===== src/design/tm8_cfg.svh =====
// Purpose: register offsets, field positions and reset values of the 8-bit timer
// Assumes: byte-wide register port with a three-bit address
// Notes: definitions only
`ifndef TM8_CFG_SVH
`define TM8_CFG_SVH

// ----------------------------------------
// register offsets
// ----------------------------------------
`define TM8_OFS_CTRL_A 3'h0
`define TM8_OFS_CTRL_B 3'h1
`define TM8_OFS_COUNT 3'h2
`define TM8_OFS_CMP_A 3'h3
`define TM8_OFS_CMP_B 3'h4
`define TM8_OFS_FLAGS 3'h5
`define TM8_OFS_PIN_DIR 3'h6

// ----------------------------------------
// field positions
// ----------------------------------------
`define TM8_CTRL_A_ACT_A 7:6
`define TM8_CTRL_A_ACT_B 5:4
`define TM8_CTRL_A_MODE_LO 1:0
`define TM8_CTRL_B_MODE_HI 3
`define TM8_CTRL_B_CLK_SEL 2:0
`define TM8_FLAG_OVF 0
`define TM8_FLAG_CMP_A 1
`define TM8_FLAG_CMP_B 2

// ----------------------------------------
// values and reset values
// ----------------------------------------
`define TM8_CNT_MAX 8'hff
`define TM8_CNT_BOTTOM 8'h00
`define TM8_RST_BYTE 8'h00
`define TM8_RST_BITS2 2'h0

`endif


===== src/design/tm8_pkg.sv =====
// Purpose: types shared by the timer files
// Assumes: nothing
// Notes: numeric constants live in tm8_cfg.svh
package tm8_pkg;

   // binary order along normal -> phase correct -> ctc -> fast
   typedef enum logic [2:0] {
      TM8_NORMAL = 3'h0,
      TM8_PC_FULL = 3'h1,
      TM8_CTC = 3'h2,
      TM8_FAST_FULL = 3'h3,
      TM8_RSV4 = 3'h4,
      TM8_PC_CMPA = 3'h5,
      TM8_RSV6 = 3'h6,
      TM8_FAST_CMPA = 3'h7
   } tm8_mode_t;

   typedef enum logic {
      TM8_UP = 1'b0,
      TM8_DOWN = 1'b1
   } tm8_dir_t;

   typedef struct packed {
      logic wr;
      logic rd;
      logic [2:0] addr;
      logic [7:0] wdata;
   } tm8_bus_req_t;

   typedef struct packed {
      logic [1:0][1:0] output_action_sel;
      tm8_mode_t waveform_mode_sel;
      logic [2:0] clock_source_sel;
      logic [1:0] pin_dir;
   } tm8_ctrl_t;

endpackage : tm8_pkg


===== src/design/tm8_counter.sv =====
// Purpose: counting sequence of the 8-bit timer
// Assumes: tick is a one-cycle enable from the same clock
// Notes: a software load wins over any count step
`include "tm8_cfg.svh"

module tm8_counter import tm8_pkg::*; (
   input wire logic clk_sys,
   input wire logic srst,
   input wire logic tick,
   input wire tm8_mode_t mode,
   input wire logic [7:0] top,
   input wire logic load,
   input wire logic [7:0] load_value,
   output logic [7:0] count_value,
   output tm8_dir_t dir
);

   logic [7:0] next_count;
   tm8_dir_t next_dir;
   logic at_top;
   logic is_pc;
   logic reserved;

   assign at_top = (count_value == top);
   assign is_pc = (mode == TM8_PC_FULL) || (mode == TM8_PC_CMPA);
   assign reserved = (mode == TM8_RSV4) || (mode == TM8_RSV6);

   always_comb begin
      next_count = count_value;
      next_dir = is_pc ? dir : TM8_UP;
      if (load) begin
         next_count = load_value;
      end else if (tick && !reserved) begin
         if (mode == TM8_NORMAL) begin
            next_count = count_value + 8'h01;
         end else if (!is_pc) begin
            next_count = at_top ? `TM8_CNT_BOTTOM : count_value + 8'h01;
         end else if (dir == TM8_UP) begin
            // top is held for the one tick before the turn
            if (at_top) begin
               next_dir = TM8_DOWN;
               next_count = count_value - 8'h01;
            end else begin
               next_count = count_value + 8'h01;
            end
         end else if (count_value == `TM8_CNT_BOTTOM) begin
            next_dir = TM8_UP;
            next_count = count_value + 8'h01;
         end else begin
            next_count = count_value - 8'h01;
         end
      end
   end

   always_ff @(posedge clk_sys) begin
      if (srst) begin
         count_value <= `TM8_RST_BYTE;
         dir <= TM8_UP;
      end else begin
         count_value <= next_count;
         dir <= next_dir;
      end
   end

endmodule : tm8_counter


===== src/design/tm8_cmp_buf.sv =====
// Purpose: compare value with its double buffer
// Assumes: update is a one-cycle pulse at the reload point
// Notes: without pwm the write lands straight in the active value
`include "tm8_cfg.svh"

module tm8_cmp_buf (
   input wire logic clk_sys,
   input wire logic srst,
   input wire logic wr,
   input wire logic [7:0] wdata,
   input wire logic pwm,
   input wire logic update,
   output logic [7:0] active,
   output logic [7:0] buffered
);

   logic [7:0] next_active;
   logic [7:0] next_buffered;

   assign next_buffered = wr ? wdata : buffered;
   assign next_active = (wr && !pwm) ? wdata :
                        (pwm && update) ? buffered : active;

   always_ff @(posedge clk_sys) begin
      if (srst) begin
         active <= `TM8_RST_BYTE;
         buffered <= `TM8_RST_BYTE;
      end else begin
         active <= next_active;
         buffered <= next_buffered;
      end
   end

endmodule : tm8_cmp_buf


===== src/design/tm8_waveform_modes.sv =====
// Purpose: 8-bit timer with two compare channels and four waveform modes
// Assumes: tick_in is a prescaled enable from clk_sys; no pin inputs
// Notes: registers on a byte port, read data one cycle after the strobe
//
// Functional notes
// normal mode counts up without clear and wraps max to zero
// normal mode sets overflow flag when count becomes zero; counting never clears
// overflow flag clears when its interrupt is serviced
// mode 2 clears counter on compare A match; compare A is top
// clear-on-match compare unbuffered; value below count runs count through wrap
// clear-on-match sets overflow flag on max to zero
// clear-on-match with action 1 toggles output A on each match
// waveform reaches pin only while its direction bit selects output
// modes 3 and 7 are fast pwm, top max or compare A
// fast pwm counts to top then clears on next tick
// fast pwm action 2 clears on match, sets at bottom; 3 inverse
// fast pwm sets overflow flag each time counter reaches top
// pwm action 1 toggles output A on match only with mode bit two
// fast pwm compare zero gives spike, compare max constant level
// fast pwm compare values double-buffered, toggle action included
// modes 1 and 5 are phase-correct pwm, top max or compare A
// phase-correct reverses at top, holding top for one tick
// phase-correct clears on up match, sets on down match; inverting reversed
// phase-correct sets overflow flag each time counter reaches zero
// phase-correct compare zero holds low, max holds high; inverting opposite
// missed up match or leaving max forces up-match level at period start
// output actions never affect counting, only the waveforms
// pwm writes go to buffer loaded at top or bottom; others direct
// count write blocks next tick's match and beats clear or count
// match sets compare flag next tick; clock select zero stops ticks
// modes 4 and 6 reserved: counter and outputs stay frozen
`include "tm8_cfg.svh"

module tm8_waveform_modes import tm8_pkg::*; (
   input wire logic clk_sys,
   input wire logic srst,
   input wire logic tick_in,
   input wire logic ovf_service_ack,
   input wire logic cmp_a_service_ack,
   input wire tm8_bus_req_t reg_req,
   output logic [7:0] reg_rdata,
   output logic wave_out_a_pin,
   output logic wave_out_a_oe,
   output logic wave_out_b_pin,
   output logic wave_out_b_oe,
   output logic overflow_flag,
   output logic compare_a_flag,
   output logic compare_b_flag
);

   // ----------------------------------------
   // register decode
   // ----------------------------------------
   tm8_ctrl_t ctrl;
   logic wr_ctrl_a;
   logic wr_ctrl_b;
   logic wr_count;
   logic wr_flags;
   logic wr_pin_dir;
   logic [1:0] wr_cmp;

   assign wr_ctrl_a = reg_req.wr && (reg_req.addr == `TM8_OFS_CTRL_A);
   assign wr_ctrl_b = reg_req.wr && (reg_req.addr == `TM8_OFS_CTRL_B);
   assign wr_count = reg_req.wr && (reg_req.addr == `TM8_OFS_COUNT);
   assign wr_flags = reg_req.wr && (reg_req.addr == `TM8_OFS_FLAGS);
   assign wr_pin_dir = reg_req.wr && (reg_req.addr == `TM8_OFS_PIN_DIR);
   assign wr_cmp[0] = reg_req.wr && (reg_req.addr == `TM8_OFS_CMP_A);
   assign wr_cmp[1] = reg_req.wr && (reg_req.addr == `TM8_OFS_CMP_B);

   always_ff @(posedge clk_sys) begin
      if (srst) begin
         ctrl.output_action_sel <= {`TM8_RST_BITS2, `TM8_RST_BITS2};
         ctrl.waveform_mode_sel <= TM8_NORMAL;
         ctrl.clock_source_sel <= 3'h0;
         ctrl.pin_dir <= `TM8_RST_BITS2;
      end else begin
         if (wr_ctrl_a) begin
            ctrl.output_action_sel[0] <= reg_req.wdata[`TM8_CTRL_A_ACT_A];
            ctrl.output_action_sel[1] <= reg_req.wdata[`TM8_CTRL_A_ACT_B];
            ctrl.waveform_mode_sel <=
               tm8_mode_t'({ctrl.waveform_mode_sel[2], reg_req.wdata[`TM8_CTRL_A_MODE_LO]});
         end
         if (wr_ctrl_b) begin
            ctrl.waveform_mode_sel <=
               tm8_mode_t'({reg_req.wdata[`TM8_CTRL_B_MODE_HI], ctrl.waveform_mode_sel[1:0]});
            ctrl.clock_source_sel <= reg_req.wdata[`TM8_CTRL_B_CLK_SEL];
         end
         if (wr_pin_dir) begin
            ctrl.pin_dir <= reg_req.wdata[1:0];
         end
      end
   end

   // ----------------------------------------
   // mode decode and timer tick
   // ----------------------------------------
   tm8_mode_t mode;
   logic mode_bit_two;
   logic is_fast;
   logic is_pc;
   logic is_plain;
   logic reserved;
   logic tick;
   logic tick_run;

   assign mode = ctrl.waveform_mode_sel;
   assign mode_bit_two = mode[2];
   assign is_fast = (mode == TM8_FAST_FULL) || (mode == TM8_FAST_CMPA);
   assign is_pc = (mode == TM8_PC_FULL) || (mode == TM8_PC_CMPA);
   assign is_plain = (mode == TM8_NORMAL) || (mode == TM8_CTC);
   assign reserved = (mode == TM8_RSV4) || (mode == TM8_RSV6);
   // prescaler lives outside; a zero clock select stops everything
   assign tick = tick_in && (ctrl.clock_source_sel != 3'h0);
   assign tick_run = tick && !reserved && !wr_count;

   // ----------------------------------------
   // counter and compare values
   // ----------------------------------------
   logic [7:0] count_value;
   tm8_dir_t dir;
   logic [7:0] top;
   logic [1:0][7:0] cmp_active;
   logic [1:0][7:0] cmp_buffered;
   logic at_top;
   logic top_ev;
   logic bottom_ev;
   tm8_mode_t cnt_mode;

   // output actions do not enter the counter at all
   assign top = ((mode == TM8_CTC) || (mode == TM8_FAST_CMPA) || (mode == TM8_PC_CMPA))
      ? cmp_active[0] : `TM8_CNT_MAX;
   assign at_top = (count_value == top);
   assign top_ev = tick_run && at_top && (is_fast || (is_pc && dir == TM8_UP));
   assign bottom_ev = tick_run && is_pc && (dir == TM8_DOWN)
      && (count_value == `TM8_CNT_BOTTOM);

   tm8_counter u_counter (
      .clk_sys(clk_sys),
      .srst(srst),
      .tick(tick),
      .mode(cnt_mode),
      .top(top),
      .load(wr_count),
      .load_value(reg_req.wdata),
      .count_value(count_value),
      .dir(dir)
   );

   genvar gi;
   generate
      for (gi = 0; gi < 2; gi++) begin : g_cmp
         tm8_cmp_buf u_cmp (
            .clk_sys(clk_sys),
            .srst(srst),
            .wr(wr_cmp[gi]),
            .wdata(reg_req.wdata),
            .pwm(is_fast || is_pc),
            .update(top_ev),
            .active(cmp_active[gi]),
            .buffered(cmp_buffered[gi])
         );
      end
   endgenerate

   // ----------------------------------------
   // match blocking after a count write
   // ----------------------------------------
   // even a stopped timer remembers the write until its next tick
   logic match_block;
   logic next_match_block;

   assign next_match_block = wr_count ? 1'b1 : (tick ? 1'b0 : match_block);
   // the ctc clear is a match, so a blocked tick just counts on
   assign cnt_mode = (mode == TM8_CTC && match_block) ? TM8_NORMAL : mode;

   always_ff @(posedge clk_sys) begin
      if (srst) begin
         match_block <= 1'b0;
      end else begin
         match_block <= next_match_block;
      end
   end

   // ----------------------------------------
   // waveform generation per channel
   // ----------------------------------------
   logic [1:0] match;
   logic [1:0] wave;
   logic [1:0] next_wave;
   logic [1:0] up_seen;
   logic [1:0] next_up_seen;

   generate
      for (gi = 0; gi < 2; gi++) begin : g_wave
         logic [1:0] act;
         logic cmp_is_top;
         logic toggle_ok;

         assign act = ctrl.output_action_sel[gi];
         assign cmp_is_top = (cmp_active[gi] == top);
         // toggle in pwm modes exists on channel A only
         assign toggle_ok = (gi == 0) && mode_bit_two && (act == 2'h1);
         assign match[gi] = tick_run && !match_block
            && (count_value == cmp_active[gi]);

         always_comb begin
            next_wave[gi] = wave[gi];
            if (is_fast) begin
               if (act[1]) begin
                  if (match[gi] && !cmp_is_top) begin
                     next_wave[gi] = act[0];
                  end
                  if (top_ev) begin
                     next_wave[gi] = !act[0];
                  end
               end else if (toggle_ok && match[gi]) begin
                  next_wave[gi] = !wave[gi];
               end
            end else if (is_pc) begin
               if (act[1]) begin
                  if (match[gi] && !cmp_is_top) begin
                     next_wave[gi] = (dir == TM8_UP) ? act[0] : !act[0];
                  end
                  if (top_ev && cmp_is_top) begin
                     next_wave[gi] = !act[0];
                  end
                  // restore symmetry when the up-slope match never came
                  if (bottom_ev && !up_seen[gi] && !cmp_is_top) begin
                     next_wave[gi] = act[0];
                  end
               end else if (toggle_ok && match[gi]) begin
                  next_wave[gi] = !wave[gi];
               end
            end else if (is_plain && match[gi]) begin
               unique case (act)
                  2'h0: next_wave[gi] = wave[gi];
                  2'h1: next_wave[gi] = !wave[gi];
                  2'h2: next_wave[gi] = 1'b0;
                  2'h3: next_wave[gi] = 1'b1;
               endcase
            end
         end

         assign next_up_seen[gi] = bottom_ev ? 1'b0 :
            ((match[gi] && dir == TM8_UP) ? 1'b1 : up_seen[gi]);
      end
   endgenerate

   // output state survives mode changes; only reset clears it
   always_ff @(posedge clk_sys) begin
      if (srst) begin
         wave <= `TM8_RST_BITS2;
         up_seen <= `TM8_RST_BITS2;
      end else begin
         wave <= next_wave;
         up_seen <= next_up_seen;
      end
   end

   // ----------------------------------------
   // flags
   // ----------------------------------------
   logic ovf_set;
   logic ovf_clr;
   logic cmp_a_clr;
   logic cmp_b_clr;
   logic next_ovf;
   logic next_cmp_a;
   logic next_cmp_b;

   assign ovf_set = tick_run && (
      (is_plain && count_value == `TM8_CNT_MAX) ||
      (is_fast && at_top) ||
      (is_pc && dir == TM8_DOWN && count_value == 8'h01));
   assign ovf_clr = ovf_service_ack || (wr_flags && reg_req.wdata[`TM8_FLAG_OVF]);
   assign cmp_a_clr = cmp_a_service_ack || (wr_flags && reg_req.wdata[`TM8_FLAG_CMP_A]);
   assign cmp_b_clr = wr_flags && reg_req.wdata[`TM8_FLAG_CMP_B];
   // a set in the clearing cycle wins
   assign next_ovf = ovf_set || (overflow_flag && !ovf_clr);
   assign next_cmp_a = match[0] || (compare_a_flag && !cmp_a_clr);
   assign next_cmp_b = match[1] || (compare_b_flag && !cmp_b_clr);

   always_ff @(posedge clk_sys) begin
      if (srst) begin
         overflow_flag <= 1'b0;
         compare_a_flag <= 1'b0;
         compare_b_flag <= 1'b0;
      end else begin
         overflow_flag <= next_ovf;
         compare_a_flag <= next_cmp_a;
         compare_b_flag <= next_cmp_b;
      end
   end

   // ----------------------------------------
   // pins
   // ----------------------------------------
   // an action of zero disconnects the waveform; the pin then drives low
   logic next_pin_a;
   logic next_pin_b;

   assign next_pin_a = (ctrl.output_action_sel[0] != 2'h0) && wave[0];
   assign next_pin_b = (ctrl.output_action_sel[1] != 2'h0) && wave[1];

   always_ff @(posedge clk_sys) begin
      if (srst) begin
         wave_out_a_pin <= 1'b0;
         wave_out_b_pin <= 1'b0;
         wave_out_a_oe <= 1'b0;
         wave_out_b_oe <= 1'b0;
      end else begin
         wave_out_a_pin <= next_pin_a;
         wave_out_b_pin <= next_pin_b;
         wave_out_a_oe <= ctrl.pin_dir[0];
         wave_out_b_oe <= ctrl.pin_dir[1];
      end
   end

   // ----------------------------------------
   // read back
   // ----------------------------------------
   logic pwm_buffered;
   logic [7:0] rd_mux;

   // in pwm modes software sees the buffer, not the active value
   assign pwm_buffered = is_fast || is_pc;
   assign rd_mux =
      (reg_req.addr == `TM8_OFS_CTRL_A) ?
         {ctrl.output_action_sel[0], ctrl.output_action_sel[1], 2'h0, mode[1:0]} :
      (reg_req.addr == `TM8_OFS_CTRL_B) ? {4'h0, mode[2], ctrl.clock_source_sel} :
      (reg_req.addr == `TM8_OFS_COUNT) ? count_value :
      (reg_req.addr == `TM8_OFS_CMP_A) ?
         (pwm_buffered ? cmp_buffered[0] : cmp_active[0]) :
      (reg_req.addr == `TM8_OFS_CMP_B) ?
         (pwm_buffered ? cmp_buffered[1] : cmp_active[1]) :
      (reg_req.addr == `TM8_OFS_FLAGS) ?
         {5'h0, compare_b_flag, compare_a_flag, overflow_flag} :
      (reg_req.addr == `TM8_OFS_PIN_DIR) ? {6'h0, ctrl.pin_dir} :
      8'h00;

   always_ff @(posedge clk_sys) begin
      if (srst) begin
         reg_rdata <= `TM8_RST_BYTE;
      end else begin
         reg_rdata <= reg_req.rd ? rd_mux : 8'h00;
      end
   end

endmodule : tm8_waveform_modes


===== config.mk =====
export PLATFORM = sky130hd
export DESIGN_NAME = tm8_waveform_modes
export DESIGN_NICKNAME = d
export VERILOG_FILES = /design/src/design/tm8_pkg.sv /design/src/design/tm8_counter.sv /design/src/design/tm8_cmp_buf.sv /design/src/design/tm8_waveform_modes.sv
export VERILOG_INCLUDE_DIRS = /design/src /design/src/design
export SDC_FILE = /design/constraint.sdc
export NUM_CORES = 1
export LEC_CHECK = 0
export BUFFER_PORTS_ARGS = -buffer_cell sky130_fd_sc_hd__buf_2
export CAP_MARGIN = 20
export CELL_PAD_IN_SITES_DETAIL_PLACEMENT = 0
export CELL_PAD_IN_SITES_GLOBAL_PLACEMENT = 1
export CORE_MARGIN = 1.5
export CORE_UTILIZATION = 30
export CTS_CLUSTER_DIAMETER = 150
export DETAILED_ROUTE_END_ITERATION = 6
export PLACE_DENSITY_LB_ADDON = 0.3
export SLEW_MARGIN = 20
export SYNTH_ARGS = -nofsm -noshare
export SYNTH_HDL_FRONTEND = slang
export SYNTH_SLANG_ARGS = --single-unit

===== constraint.sdc =====
create_clock -name clk_sys -period 7.1 [get_ports clk_sys]
set_clock_uncertainty 0.1 [all_clocks]
set_input_delay 0.355 -clock clk_sys [delete_from_list [all_inputs] [get_ports clk_sys]]
set_output_delay 0.355 -clock clk_sys [all_outputs]
set_load 0.03 [all_outputs]

==> impl_results.md <==
* Synth async-reset ratio at 0%
* Die width at between 100 and 150 um
* Power per cell area at 192 nW/um2
* Synth Net Count at 640
* # Post-CTS Setup Buffers at 0
* Hold Crit Depth at 3
* Status: complete, no violations
* FP Rows at 45
* Clock sinks at 73
* Hold Path Class: in -> reg
* Grt total ovfl at 0
* PortBufs at 32
* Yosys warns at 0
* CTS root buffer: clkbuf_16
* Sequential area share after synthesis at between 30% and 40%
* Largest area contributor in the netlist: dfxtp_1
* # hold bufs at CTS at 0
* Antenna violations before repair at 0
* Diodes inserted at 0
* Relative slew slack at 38.6%
* DRC at 0
* Area after DPL at slightly below 5000 um2
* First-pass GRT wire length at roughly 26000 um
* Worst path slowest cell: or4_1
* Seq cells post-synth at between 70 and 80
* Clk_lat worst skew at roughly 0.35 ns
* Register-to-Register Path Depth at 9
* Max Cap Viol at 0
* Largest net degree at the start of global routing at 69
* CP endpoint kind: register
* Antenna Violating Nets Remaining at 0
* GRT Overall Usage at between 20% and 30%
* Final setup violating endpoints at 0
* Arrival time worst endpoint at 3.82 ns
* Die Y at 128 um
* Layout Nets at 632
* RSZ-0062 raised after global routing: false
* Most frequent cells in the layout: nor2_1 (89), dfxtp_1 (73), nand2_1 (64), a21oi_1 (47), buf_2 (32)
* CP Launch Type: register
* CORE AREA at around 15000 um2
* Clock Tree Buf Depth at 2
* Final hold viol count at 0
* CTS tree: built
* Synth cell types at 61
* Synthesized cell area at roughly 4700 um2
* Drt pass-1 iters at 6
* Share of layout cells above drive strength 1 at 11.2%
* CTS clk-pin slew, worst paths at about 0.060 ns
* Fin. max-slew vios at 0
* Fin crit period at 3.72 ns
* Dominant synthesized flop cell: dfxtp_1
* DP HPWL at 11900 um
* Via density at 5.69
* Leakage at about 1.8 nW
* Num CTS Buffers at 9
* Synth-to-layout area growth at 11.4%
* I/O pin count at 33
* Initial Util at roughly 31%
* Max rail drop VDD at 0.138 mV
* Routed wire length per instance at around 20 um
* Largest cells by area after synthesis: dfxtp_1 (31%), nor2_1 (7.1%), mux2i_1 (6.6%)
* Peak Freq at approximately 270 MHz
* Total power at between 0.001 and 0.0015 W
* Required time of the critical path at 7.20 ns
* Gpl congestion at around 0.91
* Post-synth EDFFs at 0
* Post-Route Setup TNS at 0 ns
* Commonest non-fill, non-tap cell in the layout: nor2_1
* Synth Instances at 618
* DR vias at 4701
* Worst slew pin tran at 0.912 ns
* Period utilization at between 50 and 60%
* Syn_area_per_cell at ~7.6 um2
* WS Path Type: reg -> reg
* Routed wire length at ~17000 um
* Resize count post-CTS at 0
* Final instance area at about 5200 um2
* H-tree depth at 3
* Top-area cell type share of the netlist area at a little under a third
* Max incr delay on CP at 0.75 ns
* Vias in the first global route at roughly 4.5k
* Crit path cell chain: buf_4 -> or3b_1 -> a2111oi_2 -> a311oi_1 -> or4_1 -> a21oi_2 -> nor2b_1 -> o311ai_0 -> a21oi_1
* Die area at ~16000 um2
* CP Max Fanout at 40
* DRT iter0 DRCs at 500
-- power by group --
group / total, W / internal, W / switching (W)
combinational: 0.000108 / 0.0000367 / 0.0000709
sequential: 0.000438 / 0.000419 / 0.0000191
clock: 0.000456 / 0.000272 / 0.000184
-- routing by layer --
layer	track usage, %	up-vias	wire length [um]
met5	0	-	0
met4	8.53	0	494
met3	4.92	42	1050
met2	32.5	172	7570
met1	27.8	2248	7630
li1	-	2239	-
-- cell usage after synthesis, types with 3 or more instances --
cell and instances:
and2_1 3, nand3b_1 3, nor2b_1 10, nor2_1 89, a221oi_1 7, buf_2 7
a22oi_1 8, nor3b_1 5, o31ai_1 4, xor2_1 4, a21oi_1 47, a31oi_1 4
o21ai_0 15, or3_1 7, mux2_2 8, a211oi_1 22, o211ai_1 12, mux2i_1 31
nand2b_1 6, a222oi_1 4, nor3_1 19, dfxtp_1 73, inv_1 13, and3_1 5
buf_1 7, xnor2_1 15, nor4_1 4, o22ai_1 4, or4_1 3, o311ai_0 3
nand2_1 64, nor4bb_1 3, clkbuf_1 39, ha_1 4, nand4_1 14, o221ai_1 5
nand3_1 14
-- path summary, 6_finish.rpt --
kind	startpoint	to	slack, ns
worst max-delay path	mode[0]	u_counter.count_value[7]	3.38
worst min-delay path	cmp_a_service_ack	compare_a_flag	0.21
worst max register to register	mode[0]	u_counter.count_value[7]	3.38
worst min register to register	g_cmp[1].u_cmp.buffered[1]	g_cmp[1].u_cmp.buffered[1]	0.38
-- worst max-delay path: cells and delay by family (launching register included) --
kind / cells / cell delay, ns
and+or+nand+nor: 3 / 1.38
AOI/OAI and AO/OA: 5 / 1.52
DFF: 1 / 0.29
buffers and inverters: 1 / 0.26
-- stage by stage --
step                      std cells  setup WS [ns]  util (%)  hold WS (ns)
after floorplan                 618           4.18         -         0.342
after global placement          810           3.43      32.4         0.370
after detailed placement        810           3.35      32.4         0.373
after CTS                       826           3.41      34.3         0.196
after global routing            826           3.14      34.3         0.205
final                           826           3.38      34.3         0.206
-- cell families (layout without fill, tap and decap cells) --
group           Yosys count  after routing  synth area share (%)
simple gates            259            259                  26.6
compound gates          155            155                  22.9
flops                    73             73                  31.1
buf+inv                  68             65                  5.78
mux                      40             40                  9.01
xor+xnor                 19             19                  3.54
fa+ha+maj                 4              4                  1.07
-- area by class of cell --
| type | instances | area (um2) |
|---|---|---|
| Inverter | 13 | 48.8 |
| Timing Repair Buffer | 36 | 190 |
| Multi-Input combinational cell | 477 | 2980 |
| Fill cell | 1640 | 10000 |
| Sequential cell | 73 | 1460 |
| Tap cell | 211 | 264 |
| Clock buffer | 11 | 233 |
| Clock inverter | 5 | 56.3 |
-- registers in the layout, summed over array words and instances, names as in the netlist --
name	cells
wave_out_b_pin	1
wave_out_b_oe	1
wave_out_a_oe	1
u_counter.count_value	8
overflow_flag	1
reg_rdata	8
compare_b_flag	1
g_cmp.u_cmp.active	16
wave_out_a_pin	1
ctrl	5
compare_a_flag	1
u_counter.dir	1
mode	3
wave	2
g_wave.act	4
g_cmp.u_cmp.buffered	16
match_block	1
up_seen	2
(Power assumes the default switching activity.)
